`src/hw/phybc_pkg.sv`:
```
// Constants, types and register map of the PHY basic control register bank
package phybc_pkg;

  // Clock and timing
  localparam int unsigned CLK_PERIOD_NS = 40;
  localparam int unsigned SRST_TIME_NS = 1000;
  localparam int unsigned SRST_CYCLES =
    (SRST_TIME_NS + CLK_PERIOD_NS - 1) / CLK_PERIOD_NS;
  localparam int unsigned DEAD_TIME_US = 500;
  localparam int unsigned DEAD_CYCLES_DEF =
    (DEAD_TIME_US * 1000) / CLK_PERIOD_NS;
  localparam int unsigned DEAD_CNT_W = 16;
  localparam int unsigned SRST_CNT_W = 8;

  // Register bus
  localparam int unsigned ADDR_W = 5;
  localparam int unsigned DATA_W = 16;

  // Register offsets
  localparam logic [4:0] OFS_BASIC_MODE_CONTROL = 5'h00;
  localparam logic [4:0] OFS_PORT_STATUS = 5'h10;
  localparam logic [4:0] OFS_INT_STATUS = 5'h11;
  localparam logic [4:0] OFS_INT_CLEAR = 5'h12;
  localparam logic [4:0] OFS_INT_ENABLE = 5'h13;
  localparam logic [4:0] OFS_LINK_QUALITY_MONITOR_CONTROL = 5'h1d;
  localparam logic [4:0] OFS_LINK_QUALITY_DATA = 5'h1e;

  // Basic mode control fields
  localparam int unsigned BMC_RESET_BIT = 15;
  localparam int unsigned BMC_LOOPBACK_BIT = 14;
  localparam int unsigned BMC_SPEED_BIT = 13;
  localparam int unsigned BMC_AUTONEG_BIT = 12;
  localparam int unsigned BMC_DUPLEX_BIT = 8;
  localparam logic BMC_RESET_DEF = 1'b0;
  localparam logic BMC_LOOPBACK_DEF = 1'b0;

  // Port status fields
  localparam int unsigned PST_DEAD_BIT = 0;
  localparam int unsigned PST_FIXED_BIT = 1;
  localparam int unsigned PST_LINK_BIT = 2;
  localparam logic PST_FIXED_VAL = 1'b1;

  // Link quality monitor control fields
  localparam int unsigned LQM_ON_BIT = 15;
  localparam int unsigned LQM_WARN_W = 10;
  localparam logic LQM_ON_DEF = 1'b0;

  // Link quality data fields
  localparam int unsigned LQD_SAMPLE_BIT = 13;
  localparam int unsigned LQD_SEL_LSB = 9;
  localparam int unsigned LQD_SEL_W = 3;
  localparam int unsigned LQD_VAL_W = 8;
  localparam logic [2:0] LQD_SEL_DEF = 3'h0;

  // Interrupt sources
  localparam int unsigned INT_W = 4;
  localparam int unsigned INT_SRST_DONE = 0;
  localparam int unsigned INT_LINK_DOWN = 1;
  localparam int unsigned INT_LQ_WARN = 2;
  localparam int unsigned INT_DEAD_END = 3;

  // One MII nibble lane
  typedef struct packed {
    logic en;
    logic [3:0] data;
  } phybc_mii_t;

  // Strap-controlled configuration
  typedef struct packed {
    logic speed100;
    logic autoneg;
    logic duplex;
  } phybc_cfg_t;

  // Software reset sequencer
  typedef enum logic [1:0] {
    RS_IDLE = 2'b00,
    RS_HOLD = 2'b01,
    RS_LOAD = 2'b11
  } phybc_rst_t;

endpackage

```
`src/hw/phybc_top.sv`:
```
// PHY basic control register bank with loopback path and interrupt
//
// Implementation choice: the strobed register port.
`timescale 1ns/1ps

// Two-flop synchroniser for pins
module phybc_sync #(parameter int unsigned W = 1) (
  input wire logic clk,
  input wire logic rst,
  input wire logic [W-1:0] d,
  output logic [W-1:0] q
);
  logic [W-1:0] meta_r;

  // First stage feeds only the second stage
  always_ff @(posedge clk)
  begin
    if (rst)
      {q, meta_r} <= '0;
    else
      {q, meta_r} <= {meta_r, d};
  end
endmodule

module phybc_top #(
  parameter int unsigned DEAD_CYCLES = phybc_pkg::DEAD_CYCLES_DEF
) (
  input wire logic SYS_CLK,
  input wire logic RESET,
  input wire logic [phybc_pkg::ADDR_W-1:0] REG_ADDR,
  input wire logic [phybc_pkg::DATA_W-1:0] REG_WDATA,
  input wire logic REG_WR,
  input wire logic REG_RD,
  output logic [phybc_pkg::DATA_W-1:0] REG_RDATA,
  input wire phybc_pkg::phybc_cfg_t STRAP,
  input wire logic AN_SPEED100,
  input wire logic LINK_UP,
  input wire logic [phybc_pkg::LQM_WARN_W-1:0] LQ_WARN,
  input wire logic [phybc_pkg::LQD_VAL_W-1:0] LQ_VALUE,
  input wire phybc_pkg::phybc_mii_t MII_TX,
  input wire phybc_pkg::phybc_mii_t LINE_RX,
  output phybc_pkg::phybc_mii_t MII_RX,
  output logic SPEED_100,
  output logic FULL_DUPLEX,
  output logic AUTONEG_EN,
  output logic SOFT_RESET_BUSY,
  output logic [phybc_pkg::LQD_SEL_W-1:0] LQ_PARAM_SEL,
  output logic LQ_SAMPLE_REQ,
  output logic IRQ
);
  localparam int unsigned SYNC_W = 3 + 1 + 1 + phybc_pkg::LQM_WARN_W
    + phybc_pkg::LQD_VAL_W + 5 + 5;

  logic [SYNC_W-1:0] sync_q;
  phybc_pkg::phybc_cfg_t strap_s;
  logic an_speed_s, link_s;
  logic [phybc_pkg::LQM_WARN_W-1:0] warn_s;
  logic [phybc_pkg::LQD_VAL_W-1:0] value_s;
  phybc_pkg::phybc_mii_t tx_s, line_s;
  phybc_pkg::phybc_rst_t rst_st_r;
  logic [phybc_pkg::SRST_CNT_W-1:0] rst_cnt_r;
  phybc_pkg::phybc_cfg_t cfg_r;
  logic loopback_r, loop_prev_r, dead_r, dead_end;
  logic [phybc_pkg::DEAD_CNT_W-1:0] dead_cnt_r;
  logic link_ll_r, link_prev_r, lqm_on_r, sample_r;
  logic [phybc_pkg::LQM_WARN_W-1:0] warn_lh_r;
  logic [phybc_pkg::LQD_SEL_W-1:0] sel_r;
  logic [phybc_pkg::LQD_VAL_W-1:0] lq_val_r;
  logic [phybc_pkg::INT_W-1:0] int_stat_r, int_en_r, int_evt;
  logic [phybc_pkg::DATA_W-1:0] rd_nxt;
  logic busy, wr_bmc, rd_pst, rd_lqm, rd_lqd, wr_lqm, wr_lqd;

  // All pins but RESET and the register port pass two flops before any logic sees them
  phybc_sync #(.W(SYNC_W)) u_sync (
    .clk(SYS_CLK),
    .rst(RESET),
    .d({STRAP, AN_SPEED100, LINK_UP, LQ_WARN, LQ_VALUE, MII_TX, LINE_RX}),
    .q(sync_q)
  );

  assign {strap_s, an_speed_s, link_s, warn_s, value_s, tx_s, line_s} =
    sync_q;

  // Access decode
  assign busy = (rst_st_r != phybc_pkg::RS_IDLE);
  assign wr_bmc = REG_WR && REG_ADDR == phybc_pkg::OFS_BASIC_MODE_CONTROL;
  assign rd_pst = REG_RD && REG_ADDR == phybc_pkg::OFS_PORT_STATUS;
  assign rd_lqm = REG_RD
    && REG_ADDR == phybc_pkg::OFS_LINK_QUALITY_MONITOR_CONTROL;
  assign rd_lqd = REG_RD && REG_ADDR == phybc_pkg::OFS_LINK_QUALITY_DATA;
  assign wr_lqm = REG_WR
    && REG_ADDR == phybc_pkg::OFS_LINK_QUALITY_MONITOR_CONTROL;
  assign wr_lqd = REG_WR && REG_ADDR == phybc_pkg::OFS_LINK_QUALITY_DATA;

  // Reset sequencer; hardware reset also runs it so straps load after release
  always_ff @(posedge SYS_CLK)
  begin
    if (RESET)
    begin
      rst_st_r <= phybc_pkg::RS_HOLD;
      rst_cnt_r <= '0;
    end
    else
    begin
      case (rst_st_r)
        phybc_pkg::RS_IDLE:
        begin
          rst_cnt_r <= '0;
          if (wr_bmc && REG_WDATA[phybc_pkg::BMC_RESET_BIT])
            rst_st_r <= phybc_pkg::RS_HOLD;
        end
        phybc_pkg::RS_HOLD:
        begin
          rst_cnt_r <= rst_cnt_r + 1'b1;
          if (rst_cnt_r == phybc_pkg::SRST_CNT_W'(phybc_pkg::SRST_CYCLES - 1))
            rst_st_r <= phybc_pkg::RS_LOAD;
        end
        phybc_pkg::RS_LOAD:
          rst_st_r <= phybc_pkg::RS_IDLE;
        default:
          rst_st_r <= phybc_pkg::RS_IDLE;
      endcase
    end
  end

  // Strap-controlled configuration; writes during a reset are dropped
  always_ff @(posedge SYS_CLK)
  begin
    if (RESET)
      cfg_r <= '0;
    else if (rst_st_r == phybc_pkg::RS_LOAD)
      cfg_r <= strap_s;
    else if (wr_bmc && !busy)
    begin
      cfg_r.speed100 <= REG_WDATA[phybc_pkg::BMC_SPEED_BIT];
      cfg_r.autoneg <= REG_WDATA[phybc_pkg::BMC_AUTONEG_BIT];
      cfg_r.duplex <= REG_WDATA[phybc_pkg::BMC_DUPLEX_BIT];
    end
  end

  // Loopback control bit, cleared by soft reset
  always_ff @(posedge SYS_CLK)
  begin
    if (RESET || busy)
      loopback_r <= phybc_pkg::BMC_LOOPBACK_DEF;
    else if (wr_bmc)
      loopback_r <= REG_WDATA[phybc_pkg::BMC_LOOPBACK_BIT];
  end

  // Descrambler dead time after loopback is switched on
  always_ff @(posedge SYS_CLK)
  begin
    if (RESET)
    begin
      loop_prev_r <= 1'b0;
      dead_cnt_r <= '0;
      dead_r <= 1'b0;
    end
    else
    begin
      loop_prev_r <= loopback_r;
      if (loopback_r && !loop_prev_r)
      begin
        dead_r <= 1'b1;
        dead_cnt_r <= phybc_pkg::DEAD_CNT_W'(DEAD_CYCLES - 1);
      end
      else if (!loopback_r || dead_cnt_r == '0)
        dead_r <= 1'b0;
      else
        dead_cnt_r <= dead_cnt_r - 1'b1;
    end
  end

  assign dead_end = dead_r && (!loopback_r || dead_cnt_r == '0);

  // Receive path: loopback or line, blanked during dead time
  // The first loopback cycle is blanked too, before the dead flag is up
  always_ff @(posedge SYS_CLK)
  begin
    if (RESET)
      MII_RX <= '0;
    else if (loopback_r && (dead_r || !loop_prev_r))
      MII_RX <= '0;
    else if (loopback_r)
      MII_RX <= tx_s;
    else
      MII_RX <= line_s;
  end

  // Mode outputs
  always_ff @(posedge SYS_CLK)
  begin
    if (RESET)
    begin
      SPEED_100 <= 1'b0;
      FULL_DUPLEX <= 1'b0;
      AUTONEG_EN <= 1'b0;
      SOFT_RESET_BUSY <= 1'b1;
    end
    else
    begin
      SPEED_100 <= cfg_r.autoneg ? an_speed_s : cfg_r.speed100;
      FULL_DUPLEX <= cfg_r.duplex;
      AUTONEG_EN <= cfg_r.autoneg;
      SOFT_RESET_BUSY <= busy;
    end
  end

  // Latched-low link status; a read clears the latch, a drop still wins
  always_ff @(posedge SYS_CLK)
  begin
    if (RESET)
    begin
      link_ll_r <= 1'b0;
      link_prev_r <= 1'b0;
    end
    else
    begin
      link_prev_r <= link_s;
      link_ll_r <= link_s & (link_ll_r | rd_pst);
    end
  end

  // Quality monitor control: enable bit and latched-high warnings
  always_ff @(posedge SYS_CLK)
  begin
    if (RESET || busy)
    begin
      lqm_on_r <= phybc_pkg::LQM_ON_DEF;
      warn_lh_r <= '0;
    end
    else
    begin
      if (wr_lqm)
        lqm_on_r <= REG_WDATA[phybc_pkg::LQM_ON_BIT];
      // Warning bits are status only, writes never reach them
      warn_lh_r <= (warn_s & {phybc_pkg::LQM_WARN_W{lqm_on_r}})
        | (rd_lqm ? '0 : warn_lh_r);
    end
  end

  // Parameter select and the self-clearing sample request
  always_ff @(posedge SYS_CLK)
  begin
    if (RESET || busy)
    begin
      sel_r <= phybc_pkg::LQD_SEL_DEF;
      sample_r <= 1'b0;
    end
    else
    begin
      if (wr_lqd)
        sel_r <= REG_WDATA[phybc_pkg::LQD_SEL_LSB +: phybc_pkg::LQD_SEL_W];
      if (wr_lqd && REG_WDATA[phybc_pkg::LQD_SAMPLE_BIT])
        sample_r <= 1'b1;
      else if (sample_r)
        sample_r <= 1'b0;
    end
  end

  // Sampled value: capture wins over the clear of a read in the same cycle
  always_ff @(posedge SYS_CLK)
  begin
    if (RESET || busy)
      lq_val_r <= '0;
    else if (sample_r)
      lq_val_r <= value_s;
    else if (rd_lqd)
      lq_val_r <= '0;
  end

  assign LQ_PARAM_SEL = sel_r;
  assign LQ_SAMPLE_REQ = sample_r;

  // Interrupt sources
  assign int_evt[phybc_pkg::INT_SRST_DONE] = (rst_st_r == phybc_pkg::RS_LOAD);
  assign int_evt[phybc_pkg::INT_LINK_DOWN] = link_prev_r && !link_s;
  assign int_evt[phybc_pkg::INT_LQ_WARN] =
    |(warn_s & {phybc_pkg::LQM_WARN_W{lqm_on_r}});
  assign int_evt[phybc_pkg::INT_DEAD_END] = dead_end;

  // Sticky status; a new event beats a clear in the same cycle
  always_ff @(posedge SYS_CLK)
  begin
    if (RESET)
    begin
      int_stat_r <= '0;
      int_en_r <= '0;
    end
    else
    begin
      if (REG_WR && REG_ADDR == phybc_pkg::OFS_INT_CLEAR)
        int_stat_r <= int_evt
          | (int_stat_r & ~REG_WDATA[phybc_pkg::INT_W-1:0]);
      else
        int_stat_r <= int_evt | int_stat_r;
      if (REG_WR && REG_ADDR == phybc_pkg::OFS_INT_ENABLE)
        int_en_r <= REG_WDATA[phybc_pkg::INT_W-1:0];
    end
  end

  // Level interrupt
  always_ff @(posedge SYS_CLK)
  begin
    if (RESET)
      IRQ <= 1'b0;
    else
      IRQ <= |(int_stat_r & int_en_r);
  end

  // Read mux; unused and reserved positions stay zero
  always_comb
  begin
    rd_nxt = '0;
    if (REG_ADDR == phybc_pkg::OFS_BASIC_MODE_CONTROL)
    begin
      rd_nxt[phybc_pkg::BMC_RESET_BIT] = busy;
      rd_nxt[phybc_pkg::BMC_LOOPBACK_BIT] = loopback_r;
      rd_nxt[phybc_pkg::BMC_SPEED_BIT] = cfg_r.speed100;
      rd_nxt[phybc_pkg::BMC_AUTONEG_BIT] = cfg_r.autoneg;
      rd_nxt[phybc_pkg::BMC_DUPLEX_BIT] = cfg_r.duplex;
    end
    else if (REG_ADDR == phybc_pkg::OFS_PORT_STATUS)
    begin
      rd_nxt[phybc_pkg::PST_DEAD_BIT] = dead_r;
      rd_nxt[phybc_pkg::PST_FIXED_BIT] = phybc_pkg::PST_FIXED_VAL;
      rd_nxt[phybc_pkg::PST_LINK_BIT] = link_ll_r;
    end
    else if (REG_ADDR == phybc_pkg::OFS_INT_STATUS)
      rd_nxt[phybc_pkg::INT_W-1:0] = int_stat_r;
    else if (REG_ADDR == phybc_pkg::OFS_INT_ENABLE)
      rd_nxt[phybc_pkg::INT_W-1:0] = int_en_r;
    else if (REG_ADDR == phybc_pkg::OFS_LINK_QUALITY_MONITOR_CONTROL)
    begin
      rd_nxt[phybc_pkg::LQM_ON_BIT] = lqm_on_r;
      rd_nxt[phybc_pkg::LQM_WARN_W-1:0] = warn_lh_r;
    end
    else if (REG_ADDR == phybc_pkg::OFS_LINK_QUALITY_DATA)
    begin
      rd_nxt[phybc_pkg::LQD_SAMPLE_BIT] = sample_r;
      rd_nxt[phybc_pkg::LQD_SEL_LSB +: phybc_pkg::LQD_SEL_W] = sel_r;
      rd_nxt[phybc_pkg::LQD_VAL_W-1:0] = lq_val_r;
    end
  end

  // Read data stands only in the cycle after the strobe
  always_ff @(posedge SYS_CLK)
  begin
    if (RESET)
      REG_RDATA <= '0;
    else if (REG_RD)
      REG_RDATA <= rd_nxt;
    else
      REG_RDATA <= '0;
  end
endmodule

```
`config.mk`:
```
export PLATFORM = sky130hd
export DESIGN_NAME = phybc_top
export DESIGN_NICKNAME = d
export VERILOG_FILES = /design/src/hw/phybc_pkg.sv /design/src/hw/phybc_top.sv
export SDC_FILE = /design/constraint.sdc
export NUM_CORES = 1
export LEC_CHECK = 0
export BUFFER_PORTS_ARGS = -buffer_cell sky130_fd_sc_hd__clkbuf_2
export CORE_MARGIN = 5
export CORE_UTILIZATION = 58
export CTS_BUF_LIST = sky130_fd_sc_hd__clkbuf_8 sky130_fd_sc_hd__clkbuf_16
export DETAILED_ROUTE_END_ITERATION = 10
export PLACE_DENSITY = 0.78
export SYNTH_ARGS = -nofsm -noshare
export SYNTH_HDL_FRONTEND = slang
export SYNTH_SLANG_ARGS = --single-unit
```
`constraint.sdc`:
```
create_clock -name SYS_CLK -period 5.45 [get_ports SYS_CLK]
set_input_delay 1.09 -clock SYS_CLK [delete_from_list [all_inputs] [get_ports SYS_CLK]]
set_output_delay 1.09 -clock SYS_CLK [all_outputs]
set_load 0.03 [all_outputs]
```
# Word level (Yosys, flattened, before mapping)
# Cells that the tools add are included.
# word_totals
word_cells	141
ff_bits	157
out_inout_bits	30
input_bits	58
# classes
mux	40
eq_ne	12
n_addsub	2
bitwise	12
reduce_logical	41
# op_table
cell	count
8-bit two-way mux	4
5-bit == test (second input constant)	6
14-bit two-way mux	2
1-bit two-way mux	18
16-bit zero test	1
8-bit case mux with 2 select lines	1
16-bit by 1-bit subtractor with 16-bit output (second input constant)	1
1-bit logical AND	15
5-bit two-way mux	3
3-bit two-way mux	4
4-bit two-way mux	3
10-bit bitwise AND	1
10-bit two-way mux	1
10-bit bitwise OR	1
2-bit nonzero test	5
10-bit OR reduction	1
8-bit by 1-bit adder with 8-bit output (second input constant)	1
4-bit bitwise AND	2
8-bit by 5-bit == test with 1-bit output (second input constant)	1
4-bit bitwise OR	2
4-bit OR reduction	2
8-bit OR reduction	1
6-bit two-way mux	1
2-bit inequality test (second input constant)	3
other kinds (16)	27

# Longest topological paths before layout
# Gate-level depths: netlist of run 1.
# logic_depth
word_depth	7
mapped_depth	7
depth_no_buf	6

# Hierarchy
# A second synthesis of run 1 with hierarchy kept.
# unflattened
hier_cells	560
area_unflattened_um2	5639.2
# modules_own_cells
mod	n_inst	seq_area_each_um2	cells_per_inst	area_per_inst_um2
phybc_top	1	1821.7	421	3842.4
phybc_sync	1	1321.3	139	1796.7

# Worst setup path before layout of run 1
# No wires, ideal clock.
# synth_timing
kind	input to register
startpoint	input port REG_ADDR[2] (netlist bit)
endpoint	register REG_RDATA[13] (netlist bit)
slack_ps	3084
path_stages	4
setup_ps	117
n_path_buf	0
t_required_ps	5333
arrival_time_ps	2248
path_cell_list	or3_4 > o311ai_4 > nor2_1 > a32o_1
# synth_between
elab_chain_len	7
elab_cells_between_ends	12
cone_classes	5 x eq/ne; 6 x mux; 1 x reduce/logical
# synth_rtl
item	line	source
start: declaration	phybc_top.sv:30	input wire logic [phybc_pkg::ADDR_W-1:0] REG_ADDR,
5-bit == test	phybc_top.sv:338	else if (REG_ADDR == phybc_pkg::OFS_LINK_QUALITY_DATA)
1-bit two-way mux	phybc_top.sv:338	
1-bit two-way mux	phybc_top.sv:333	else if (REG_ADDR == phybc_pkg::OFS_LINK_QUALITY_MONITOR_CONTROL)
1-bit two-way mux	phybc_top.sv:331	else if (REG_ADDR == phybc_pkg::OFS_INT_ENABLE)
1-bit two-way mux	phybc_top.sv:329	else if (REG_ADDR == phybc_pkg::OFS_INT_STATUS)
1-bit two-way mux	phybc_top.sv:323	else if (REG_ADDR == phybc_pkg::OFS_PORT_STATUS)
1-bit two-way mux *	phybc_top.sv:315	if (REG_ADDR == phybc_pkg::OFS_BASIC_MODE_CONTROL)
end signal: assignment	phybc_top.sv:352	REG_RDATA <= rd_nxt;
end: declaration	phybc_top.sv:34	output logic [phybc_pkg::DATA_W-1:0] REG_RDATA,
# Mark *: on every way between the ends. The rest lies on a longest branch, timed or not.
# A chain may end at the register's enable or synchronous reset.

# Worst setup path after layout of run 1
# layout_timing
startpoint	register sample_r, in the netlist LQ_SAMPLE_REQ
endpoint	output port LQ_SAMPLE_REQ
# layout_lines
item	line	source
start: declaration	phybc_top.sv:65	logic link_ll_r, link_prev_r, lqm_on_r, sample_r;
start signal: assignment	phybc_top.sv:248	sample_r <= 1'b0;
start signal: assignment	phybc_top.sv:255	sample_r <= 1'b1;
start signal: assignment	phybc_top.sv:257	sample_r <= 1'b0;
end: declaration	phybc_top.sv:48	output logic LQ_SAMPLE_REQ,
# No word-level cell between the ends.

==> results of run 1 <==
-- power by group through the flow --
| stage | Clock, mW | Combinational (mW) | Sequential (mW) |
|---|---|---|---|
| 2_1_floorplan | 0 | 0.0511 | 1.21 |
| 3_3_place_gp | 0 | 0.0836 | 1.21 |
| 3_5_place_dp | 0 | 0.0859 | 1.21 |
| 4_1_cts | 1.06 | 0.0865 | 1.18 |
| 5_1_grt | 1.10 | 0.0960 | 1.19 |
| 6_report | 1.03 | 0.0860 | 1.18 |
-- logic make-up after synthesis --
| family | count (synthesis) |
|---|---|
| AND/OR/NAND/NOR | 238 |
| flip-flops | 157 |
| AO/OA/AOI/OAI | 94 |
| buffers and inverters | 44 |
| multiplexers | 18 |
| XOR/XNOR | 5 |
| adder cells (fa/ha/maj) | 4 |
-- registers in the layout, indices dropped and copies added (netlist names), 2 cells and up --
name,count
REG_RDATA,16
cfg_r,3
rst_st_r,2
u_sync.q,33
u_sync.meta_r,33
dead_cnt_r,16
int_en_r,4
LQ_PARAM_SEL,3
rst_cnt_r,8
warn_lh_r,10
int_stat_r,4
MII_RX,5
lq_val_r,8
-- cell type report --
type / instances / area share, %
clock buffers: 17 / 6.25
clock inverters: 15 / 1.76
inverters: 16 / 0.906
multi-input cells: 359 / 34.8
flip-flops and latches: 157 / 47.4
well taps: 133 / 2.51
repair buffers: 84 / 6.38
-- worst paths after layout --
kind | slack [ns] | startpoint | endpoint
hold / removal | 0.44 | u_sync.meta_r[5] | u_sync.q[5]
setup reg to reg | 3.12 | loopback_r | dead_cnt_r[14]
setup / recovery | 2.95 | LQ_SAMPLE_REQ | LQ_SAMPLE_REQ
hold reg to reg | 0.44 | u_sync.meta_r[5] | u_sync.q[5]
-- per-layer routing --
layer  GRT usage [%]  wire (um)
met4            9.29        239
met1            26.9       5230
met3            5.25        615
met2            31.6       5340
met5               0          0
-- cell usage in the layout (no fill, tap or decap), types with 7 or more instances in the layout --
cell                        Yosys  layout
sky130_fd_sc_hd__nand2_1       26      26
sky130_fd_sc_hd__mux2i_1       16      16
sky130_fd_sc_hd__inv_1         16      17
sky130_fd_sc_hd__a21oi_1       19      19
sky130_fd_sc_hd__or3_1          8       8
sky130_fd_sc_hd__nor2_1        58      58
sky130_fd_sc_hd__dfxtp_1      157     157
sky130_fd_sc_hd__clkbuf_2       0      82
sky130_fd_sc_hd__nor3_1         7       7
sky130_fd_sc_hd__a22o_1         8       8
sky130_fd_sc_hd__nand3_1       13      13
sky130_fd_sc_hd__o21ai_0       15      15
sky130_fd_sc_hd__nor4_1         7       7
sky130_fd_sc_hd__a22oi_1       26      26
sky130_fd_sc_hd__nor2b_1       75      75
sky130_fd_sc_hd__clkbuf_16      0      16
==> impl_metrics.ini, run 1 <==
[run_status]
outcome = completed

[final_layout]
fin_nets = 697
finalNonFillerCells = 781
ff_latch_area_mm2 = 0.00314
layout-drive-gt1-share_pct = 19.9
post-route-util_pct = 69.1
signed_area_change_from_the_synthesized_netlist_to_the_final_layout_pct = 17.9
finalInstanceArea_mm2 = 0.00663
fillerInstances = 738
antenna_cells = 0
area_of_combinational_cells_with_multiple_inputs_mm2 = 0.00231

[routing]
routed_wirelength_mm = 11.4
drt_drc = 0
detail_route.first_pass.iterations = 4
detail_route.iter0.violations = 213
via_count = 4246
remaining_antenna_violation_count_after_routing = 0
vias_per_cell = 5.44
routedWlPerCell_um = 14.6

[floorplan]
ioPinCount = 88
floorplan.rows = 36
start_util_pct = 58.6
die-height_um = 108
floorplan.die_area_mm2 = 0.0118
dieWidth_um = 108
coreArea_mm2 = 0.00959

[sta]
period_minus_slack_ns = 2.50
maxClockFrequency_ghz = 0.400
slew_headroom_pct = 22.5
setup_repair_after_global_routing_missed_its_margin = false
max_slew.worst_pin.slew_ns = 1.15
hold_slack_ns = 0.435
final.setup_skew_ns = 0.0121
period_utilization_pct = 45.8
timing.setup.tns_ns = 0
setup_violations = 0
finalMaxSlewViolations = 0
worst_slack_ns = 2.95
report.final.hold_viol_count = 0

[synth]
synthMuxAreaShare_pct = 3.25
yosys.area.top_type_share_pct = 55.9
synth.net_count = 622
cells_after_synth = 560
synth_simple_gate_area_share_pct = 24.0
async_reset_ff_share_pct = 0
synthAdderAreaFrac_pct = 0.890
synth_top_area_cell = sky130_fd_sc_hd__dfxtp_1
yosys.cell_count.top_type = sky130_fd_sc_hd__dfxtp_1
synth_common_cells = sky130_fd_sc_hd__dfxtp_1, sky130_fd_sc_hd__nor2b_1, sky130_fd_sc_hd__nor2_1
synth_enable_flop_cells = 0
postSynthRegisterBits = 157
synth-compound-area-share_pct = 12.2
synth_ff_type = sky130_fd_sc_hd__dfxtp_1
synth_top_family_by_area = simple AND/OR/NAND/NOR gates
unique_cell_type_count_in_the_yosys_netlist = 56
netlist_top_cells_area = sky130_fd_sc_hd__dfxtp_1, sky130_fd_sc_hd__nor2b_1, sky130_fd_sc_hd__nor2_1, sky130_fd_sc_hd__a22oi_1, sky130_fd_sc_hd__mux2i_1
synth_sequential_area_ratio_pct = 55.9
synth_warnings = 0
netlist_area_mm2 = 0.00562
synth_area_per_cell_um2 = 10.0
synth_xor_area_share_pct = 0.779

[min_path]
hold_depth = 1
hold_crit_path_type = register to register

[grt]
grtUsageTotal_pct = 20.4
grt_first_pass_wirelength_mm = 18.9
globalRoute.totalOverflow = 0
initial_antenna_violation_count = 0
pin_count_of_the_biggest_net_entering_global_routing = 87
number_of_global_route_vias_before_repair = 4019

[clock_network]
clock_latency_of_the_later_clocked_register_in_the_worst_skew_pair_ns = 0.53
cts_num_sinks = 157
htreeDepth = 4
cts_buffers = 17
path_clk_slew_ns = 0.06
clockBufferDepth = 2
cts_tree = yes
ctsRootBufferMaster = sky130_fd_sc_hd__clkbuf_8
holdBufCountCts = 0
count_of_cells_resized_by_post_cts_repair = 0
post_cts_buffers = 0

[critical_path]
crit_chain = clkbuf_2
cpMaxStageDelayCell = sky130_fd_sc_hd__dfxtp_1
critical_path_buffer_and_inverter_count = 1
logic_depth_of_the_worst_register_to_register_path = 4
worstPathRequired_ns = 4.36
worstSetupStartpointType = register
timing.critical_path.fanout_max = 11
cp_data_arrival_time_ns = 1.41
worst-path-stages = 1
end_kind = output port
critPathTopFamily = flip-flops
critical-path-max-stage-delay_ns = 0.59
crit_type = register to output port

[power]
power.share.sequential_pct = 51.4
pwr-share-clk_pct = 44.9
comb_power_share_pct = 3.7
total_switching_power_mw = 0.526
power_per_cell_area_mw_per_mm2 = 348
int_power_mw = 1.78
switching_share_pct = 22.8
worst_ir_drop_vdd_v = 0.000223
totalPowerFinal_mw = 2.31
leakagePower_nw = 2.68

[placed_design]
postPlaceCellArea_mm2 = 0.00610
routabilityCongestion = 0.879
place.detailed.instances = 749
place_ws_ns = 2.73
detailed_place_hpwl_mm = 7.99
placement.io_buffers = 83

[flow_run]
drv.max_cap_violation_count = 0
(Power assumes the default switching activity.)
==> run 2: changes to the inputs <==
ABC_AREA = 1   (was default)
CORE_UTILIZATION = 56   (was 58)
PLACE_DENSITY = 0.76   (was 0.78)
clock period = 2.6 ns   (was 5.45 ns; I/O delays follow)
==> impl_metrics.ini, run 2 <==
[power]
worst_ir_drop_vdd_v = 0.000506
totalPowerFinal_mw = 4.98
leakagePower_nw = 3.21
power_per_cell_area_mw_per_mm2 = 727

[sta]
report.final.hold_viol_count = 0
finalMaxSlewViolations = 0
period_minus_slack_ns = 1.84
final.setup_skew_ns = 0.00515
period_utilization_pct = 70.9
timing.setup.tns_ns = 0
slew_headroom_pct = 41.2
setup_repair_after_global_routing_missed_its_margin = false
maxClockFrequency_ghz = 0.542
max_slew.worst_pin.slew_ns = 0.873
setup_violations = 0

[floorplan]
floorplan.die_area_mm2 = 0.0125
start_util_pct = 56.8
ioPinCount = 88
floorplan.rows = 37
coreArea_mm2 = 0.0102
dieWidth_um = 112
die-height_um = 112

[synth]
synth_warnings = 0
yosys.cell_count.top_type = sky130_fd_sc_hd__dfxtp_1
async_reset_ff_share_pct = 0
synth_enable_flop_cells = 0
synth_common_cells = sky130_fd_sc_hd__dfxtp_1, sky130_fd_sc_hd__nand2_1, sky130_fd_sc_hd__nor2_1
netlist_area_mm2 = 0.00578
synth.net_count = 803
unique_cell_type_count_in_the_yosys_netlist = 37
netlist_top_cells_area = sky130_fd_sc_hd__dfxtp_1, sky130_fd_sc_hd__nand2_1, sky130_fd_sc_hd__nor2_1, sky130_fd_sc_hd__inv_1, sky130_fd_sc_hd__a21oi_1
synth_top_family_by_area = simple AND/OR/NAND/NOR gates
synth-compound-area-share_pct = 8.74
synth_sequential_area_ratio_pct = 54.4
synth_simple_gate_area_share_pct = 24.4
synth_ff_type = sky130_fd_sc_hd__dfxtp_1
postSynthRegisterBits = 157
yosys.area.top_type_share_pct = 54.4
synth_top_area_cell = sky130_fd_sc_hd__dfxtp_1
synth_xor_area_share_pct = 1.21
synth_area_per_cell_um2 = 7.80
synthAdderAreaFrac_pct = 0.866
cells_after_synth = 741
synthMuxAreaShare_pct = 0.584

[clock_network]
htreeDepth = 4
clockBufferDepth = 2
holdBufCountCts = 0
cts_tree = yes
cts_buffers = 17
cts_num_sinks = 157
clock_latency_of_the_later_clocked_register_in_the_worst_skew_pair_ns = 0.52
count_of_cells_resized_by_post_cts_repair = 0
path_clk_slew_ns = 0.06
ctsRootBufferMaster = sky130_fd_sc_hd__clkbuf_8
post_cts_buffers = 0

[final_layout]
layout-drive-gt1-share_pct = 16.3
signed_area_change_from_the_synthesized_netlist_to_the_final_layout_pct = 18.4
fin_nets = 887
commonest_non_fill_non_tap_cell_in_the_layout = sky130_fd_sc_hd__dfxtp_1
fillerInstances = 866
antenna_cells = 0
layout.cells.most_common_list = sky130_fd_sc_hd__dfxtp_1, sky130_fd_sc_hd__nand2_1, sky130_fd_sc_hd__nor2_1, sky130_fd_sc_hd__inv_1, sky130_fd_sc_hd__clkbuf_2

[routing]
remaining_antenna_violation_count_after_routing = 0
detail_route.first_pass.iterations = 5
routed_wirelength_mm = 11.9
vias_per_cell = 4.88
detail_route.iter0.violations = 291
drt_drc = 0
routedWlPerCell_um = 12.2
via_count = 4752

[critical_path]
worstPathRequired_ns = 2.08
logic_depth_of_the_worst_register_to_register_path = 3
timing.critical_path.fanout_max = 10
cp_data_arrival_time_ns = 1.32
critPathTopFamily = flip-flops
reg2reg_slack_ns = 0.85
worstSetupStartpointType = register
worst_r2r_endpoint = LQ_PARAM_SEL[1]
critical_path_buffer_and_inverter_count = 1
reg2reg_from = rst_st_r[1]
critical-path-max-stage-delay_ns = 0.53
crit_type = register to output port
cpMaxStageDelayCell = sky130_fd_sc_hd__dfxtp_1
end_kind = output port
crit_chain = clkbuf_2

[grt]
pin_count_of_the_biggest_net_entering_global_routing = 85
grt_first_pass_wirelength_mm = 20.1
globalRoute.totalOverflow = 0
global_route.usage.met1_pct = 25.9
initial_antenna_violation_count = 0
gr-usage-met2_pct = 31.0
grtUsageTotal_pct = 19.7
grt_busiest_layer = met2
number_of_global_route_vias_before_repair = 4361
globalRouteMet3Util_pct = 4.89

[placed_design]
detailed_place_hpwl_mm = 8.41
routabilityCongestion = 0.876
placement.io_buffers = 83

[min_path]
hold_crit_path_type = primary input to register
hold_path.startpoint = LINE_RX[3]
hold_path_end = u_sync.meta_r[3]
hold_depth = 3

[run_status]
outcome = completed

[flow_run]
drv.max_cap_violation_count = 0
[run 2: layout make-up]
type                       instances  area (um2)  share of cell area [%]
sequential                       157        3140                    45.9
multi-input combinational        442        2070                    30.2
inverter                         120         450                    6.58
timing repair buffer              87         445                    6.51
clock buffer                      19         442                    6.45
tap                              136         170                    2.49
clock inverter                    13         126                    1.85
[run 2: worst max-delay path by stage]
stage | startpoint | endpoint | cells past startpoint
global route | rst_st_r[1] | LQ_PARAM_SEL[1] | 3
CTS | LQ_SAMPLE_REQ | LQ_SAMPLE_REQ | 1
global placement | RESET | LQ_PARAM_SEL[0] | 5
floorplan | REG_ADDR[2] | REG_RDATA[15] | 9
finish | LQ_SAMPLE_REQ | LQ_SAMPLE_REQ | 1
detailed placement | RESET | LQ_PARAM_SEL[1] | 5
[run 2: report_power, final]
| group | switching (mW) | internal [mW] |
|---|---|---|
| sequential | 0.0177 | 2.46 |
| combinational | 0.103 | 0.0647 |
| clock | 0.990 | 1.34 |
[run 2: through the flow]
stage	util (%)	cell area (um2)	worst slack, ns	instances	hold slack (ns)
after global routing	67.2	6850	0.668	974	0.162
after CTS	67.2	6850	0.734	974	0.161
after global placement	61.6	6280	0.646	942	0.392
after detailed placement	61.6	6280	0.612	942	0.392
after floorplan	-	5780	1.12	741	0.388
final	67.2	6850	0.756	974	0.181
[run 2: kinds of logic after synthesis]
family	Yosys count
fa+ha+maj	4
flops	157
buf+inv	142
mux	3
compound gates	93
xor+xnor	8
simple gates	334
[run 2: routing by layer]
metal	part of all wire [%]	up-vias
met5	0	-
met4	2.4	0
met3	6.2	24
met2	46	138
met1	46	2121
li1	-	2469
==> run 3: changes to the inputs <==
CORE_UTILIZATION = 50   (was 56)
PLACE_DENSITY = 0.71   (was 0.76)
clock period = 1.5 ns   (was 2.6 ns; I/O delays follow)
==> impl_metrics.ini, run 3 (same netlist as run 2, synthesis figures left out) <==
[clock_network]
clockBufferDepth = 2
htreeDepth = 4
cts_num_sinks = 157
path_clk_slew_ns = 0.07
cts_buffers = 17
cts_tree = yes
ctsRootBufferMaster = sky130_fd_sc_hd__clkbuf_16
clock_latency_of_the_later_clocked_register_in_the_worst_skew_pair_ns = 0.42
holdBufCountCts = 0

[grt]
initial_antenna_violation_count = 0
grtUsageTotal_pct = 19.0
globalRoute.totalOverflow = 0
grt_first_pass_wirelength_mm = 21.8
number_of_global_route_vias_before_repair = 4819
pin_count_of_the_biggest_net_entering_global_routing = 72

[floorplan]
dieWidth_um = 118
coreArea_mm2 = 0.0114
start_util_pct = 50.8
ioPinCount = 88
die-height_um = 118
floorplan.die_area_mm2 = 0.0138
floorplan.rows = 39

[min_path]
hold_depth = 3
hold_crit_path_type = primary input to register
hold_path.startpoint = LQ_VALUE[3]

[final_layout]
ff_latch_area_mm2 = 0.00315
signed_area_change_from_the_synthesized_netlist_to_the_final_layout_pct = 24.0
layout-drive-gt1-share_pct = 21.5
commonest_non_fill_non_tap_cell_in_the_layout = sky130_fd_sc_hd__dfxtp_1
finalNonFillerCells = 1008
area_of_combinational_cells_with_multiple_inputs_mm2 = 0.00215
finalInstanceArea_mm2 = 0.00717
fillerInstances = 970
fin_nets = 914
post-route-util_pct = 63.1
antenna_cells = 0
layout.cells.most_common_list = sky130_fd_sc_hd__dfxtp_1, sky130_fd_sc_hd__nand2_1, sky130_fd_sc_hd__inv_1, sky130_fd_sc_hd__nor2_1, sky130_fd_sc_hd__clkbuf_2

[power]
worst_ir_drop_vdd_v = 0.000754
totalPowerFinal_mw = 8.71
leakagePower_nw = 3.38
power_per_cell_area_mw_per_mm2 = 1210

[placed_design]
detailed_place_hpwl_mm = 9.23
place.detailed.instances = 973
placement.io_buffers = 83
postPlaceCellArea_mm2 = 0.00650
routabilityCongestion = 0.875

[critical_path]
worstPathRequired_ns = 1.85
crit_type = register to register
timing.critical_path.fanout_max = 6
cp-startpoint = dead_cnt_r[0]
reg2reg_from = dead_cnt_r[0]
logic_depth_of_the_worst_register_to_register_path = 8
cp_data_arrival_time_ns = 1.79
worstSetupStartpointType = register
end_kind = register

[flow_run]
drv.max_cap_violation_count = 0

[sta]
final.setup_skew_ns = 0.00731
timing.setup.tns_ns = 0
report.final.hold_viol_count = 0
slew_headroom_pct = 58.3
period_minus_slack_ns = 1.45
period_utilization_pct = 96.5
max_slew.worst_pin.slew_ns = 0.619
maxClockFrequency_ghz = 0.691
finalMaxSlewViolations = 0
setup_violations = 0

[routing]
via_count = 4877
vias_per_cell = 4.84
routedWlPerCell_um = 12.8
detail_route.first_pass.iterations = 6
remaining_antenna_violation_count_after_routing = 0
detail_route.iter0.violations = 386
routed_wirelength_mm = 12.9
drt_drc = 0

[run_status]
outcome = completed
-- run 3: changes by cell type in the layout (fill, tap and decap cells not counted), moves of 4 or more --
cell	before	now
sky130_fd_sc_hd__buf_4	4	25
sky130_fd_sc_hd__inv_1	116	112
sky130_fd_sc_hd__dfxtp_2	0	4
sky130_fd_sc_hd__nor2_1	117	112
sky130_fd_sc_hd__dfxtp_1	157	153
sky130_fd_sc_hd__a21oi_2	0	4
sky130_fd_sc_hd__inv_2	3	7
-- run 3: path summary, 6_finish.rpt --
kind | endpoint | slack, ns
setup / recovery | dead_cnt_r[9] | 0.05
hold / removal | u_sync.meta_r[13] | 0.06
setup reg to reg | dead_cnt_r[9] | 0.05
hold reg to reg | u_sync.q[9] | 0.40
-- run 3: where the power goes --
group          switching, mW  internal (mW)
sequential            0.0293           4.27
combinational          0.186          0.129
clock                   1.74           2.36
total                   1.95           6.76
-- run 3: cell type report --
| class | instances | area share, % |
|---|---|---|
| Sequential cell | 157 | 43.9 |
| Inverter | 120 | 6.28 |
| Timing Repair Buffer | 112 | 9.40 |
| Multi-Input combinational cell | 444 | 29.9 |
| Tap cell | 143 | 2.50 |
| Clock buffer | 18 | 6.12 |
| Clock inverter | 14 | 1.87 |
-- run 3: routing by layer --
layer	up-vias	GRT usage (%)	share of wire [%]
li1	2523	-	-
met1	2164	24.5	47
met2	167	30.5	46
met3	23	4.90	5.9
met4	0	7.24	1.6
met5	-	0	0
-- run 3: repair_timing --
item,in CTS,in global routing
hold endpoints to repair,0,0
gates resized for setup,1,25
pin swaps,1,8
endpoints found under the setup margin,7,17
cloned,1,1
buffers inserted,0,1
-- run 3: worst max-delay path: stages, from the launching register on --
cell	delay (ns)
sky130_fd_sc_hd__dfxtp_1	0.34
sky130_fd_sc_hd__inv_2	0.06
sky130_fd_sc_hd__ha_2	0.19
sky130_fd_sc_hd__nand2_2	0.08
sky130_fd_sc_hd__nor2_4	0.06
sky130_fd_sc_hd__a21oi_4	0.29
sky130_fd_sc_hd__buf_6	0.16
sky130_fd_sc_hd__nand2_1	0.07
sky130_fd_sc_hd__a21oi_2	0.14
-- run 3: through the flow --
stage / worst slack, ns / hold slack, ns
3_5_place_dp: -0.102 / 0.393
2_1_floorplan: 0.123 / 0.388
5_1_grt: -0.0686 / 0.0535
6_report: 0.0528 / 0.0598
3_3_place_gp: -0.0160 / 0.393
4_1_cts: 0.00599 / 0.0570
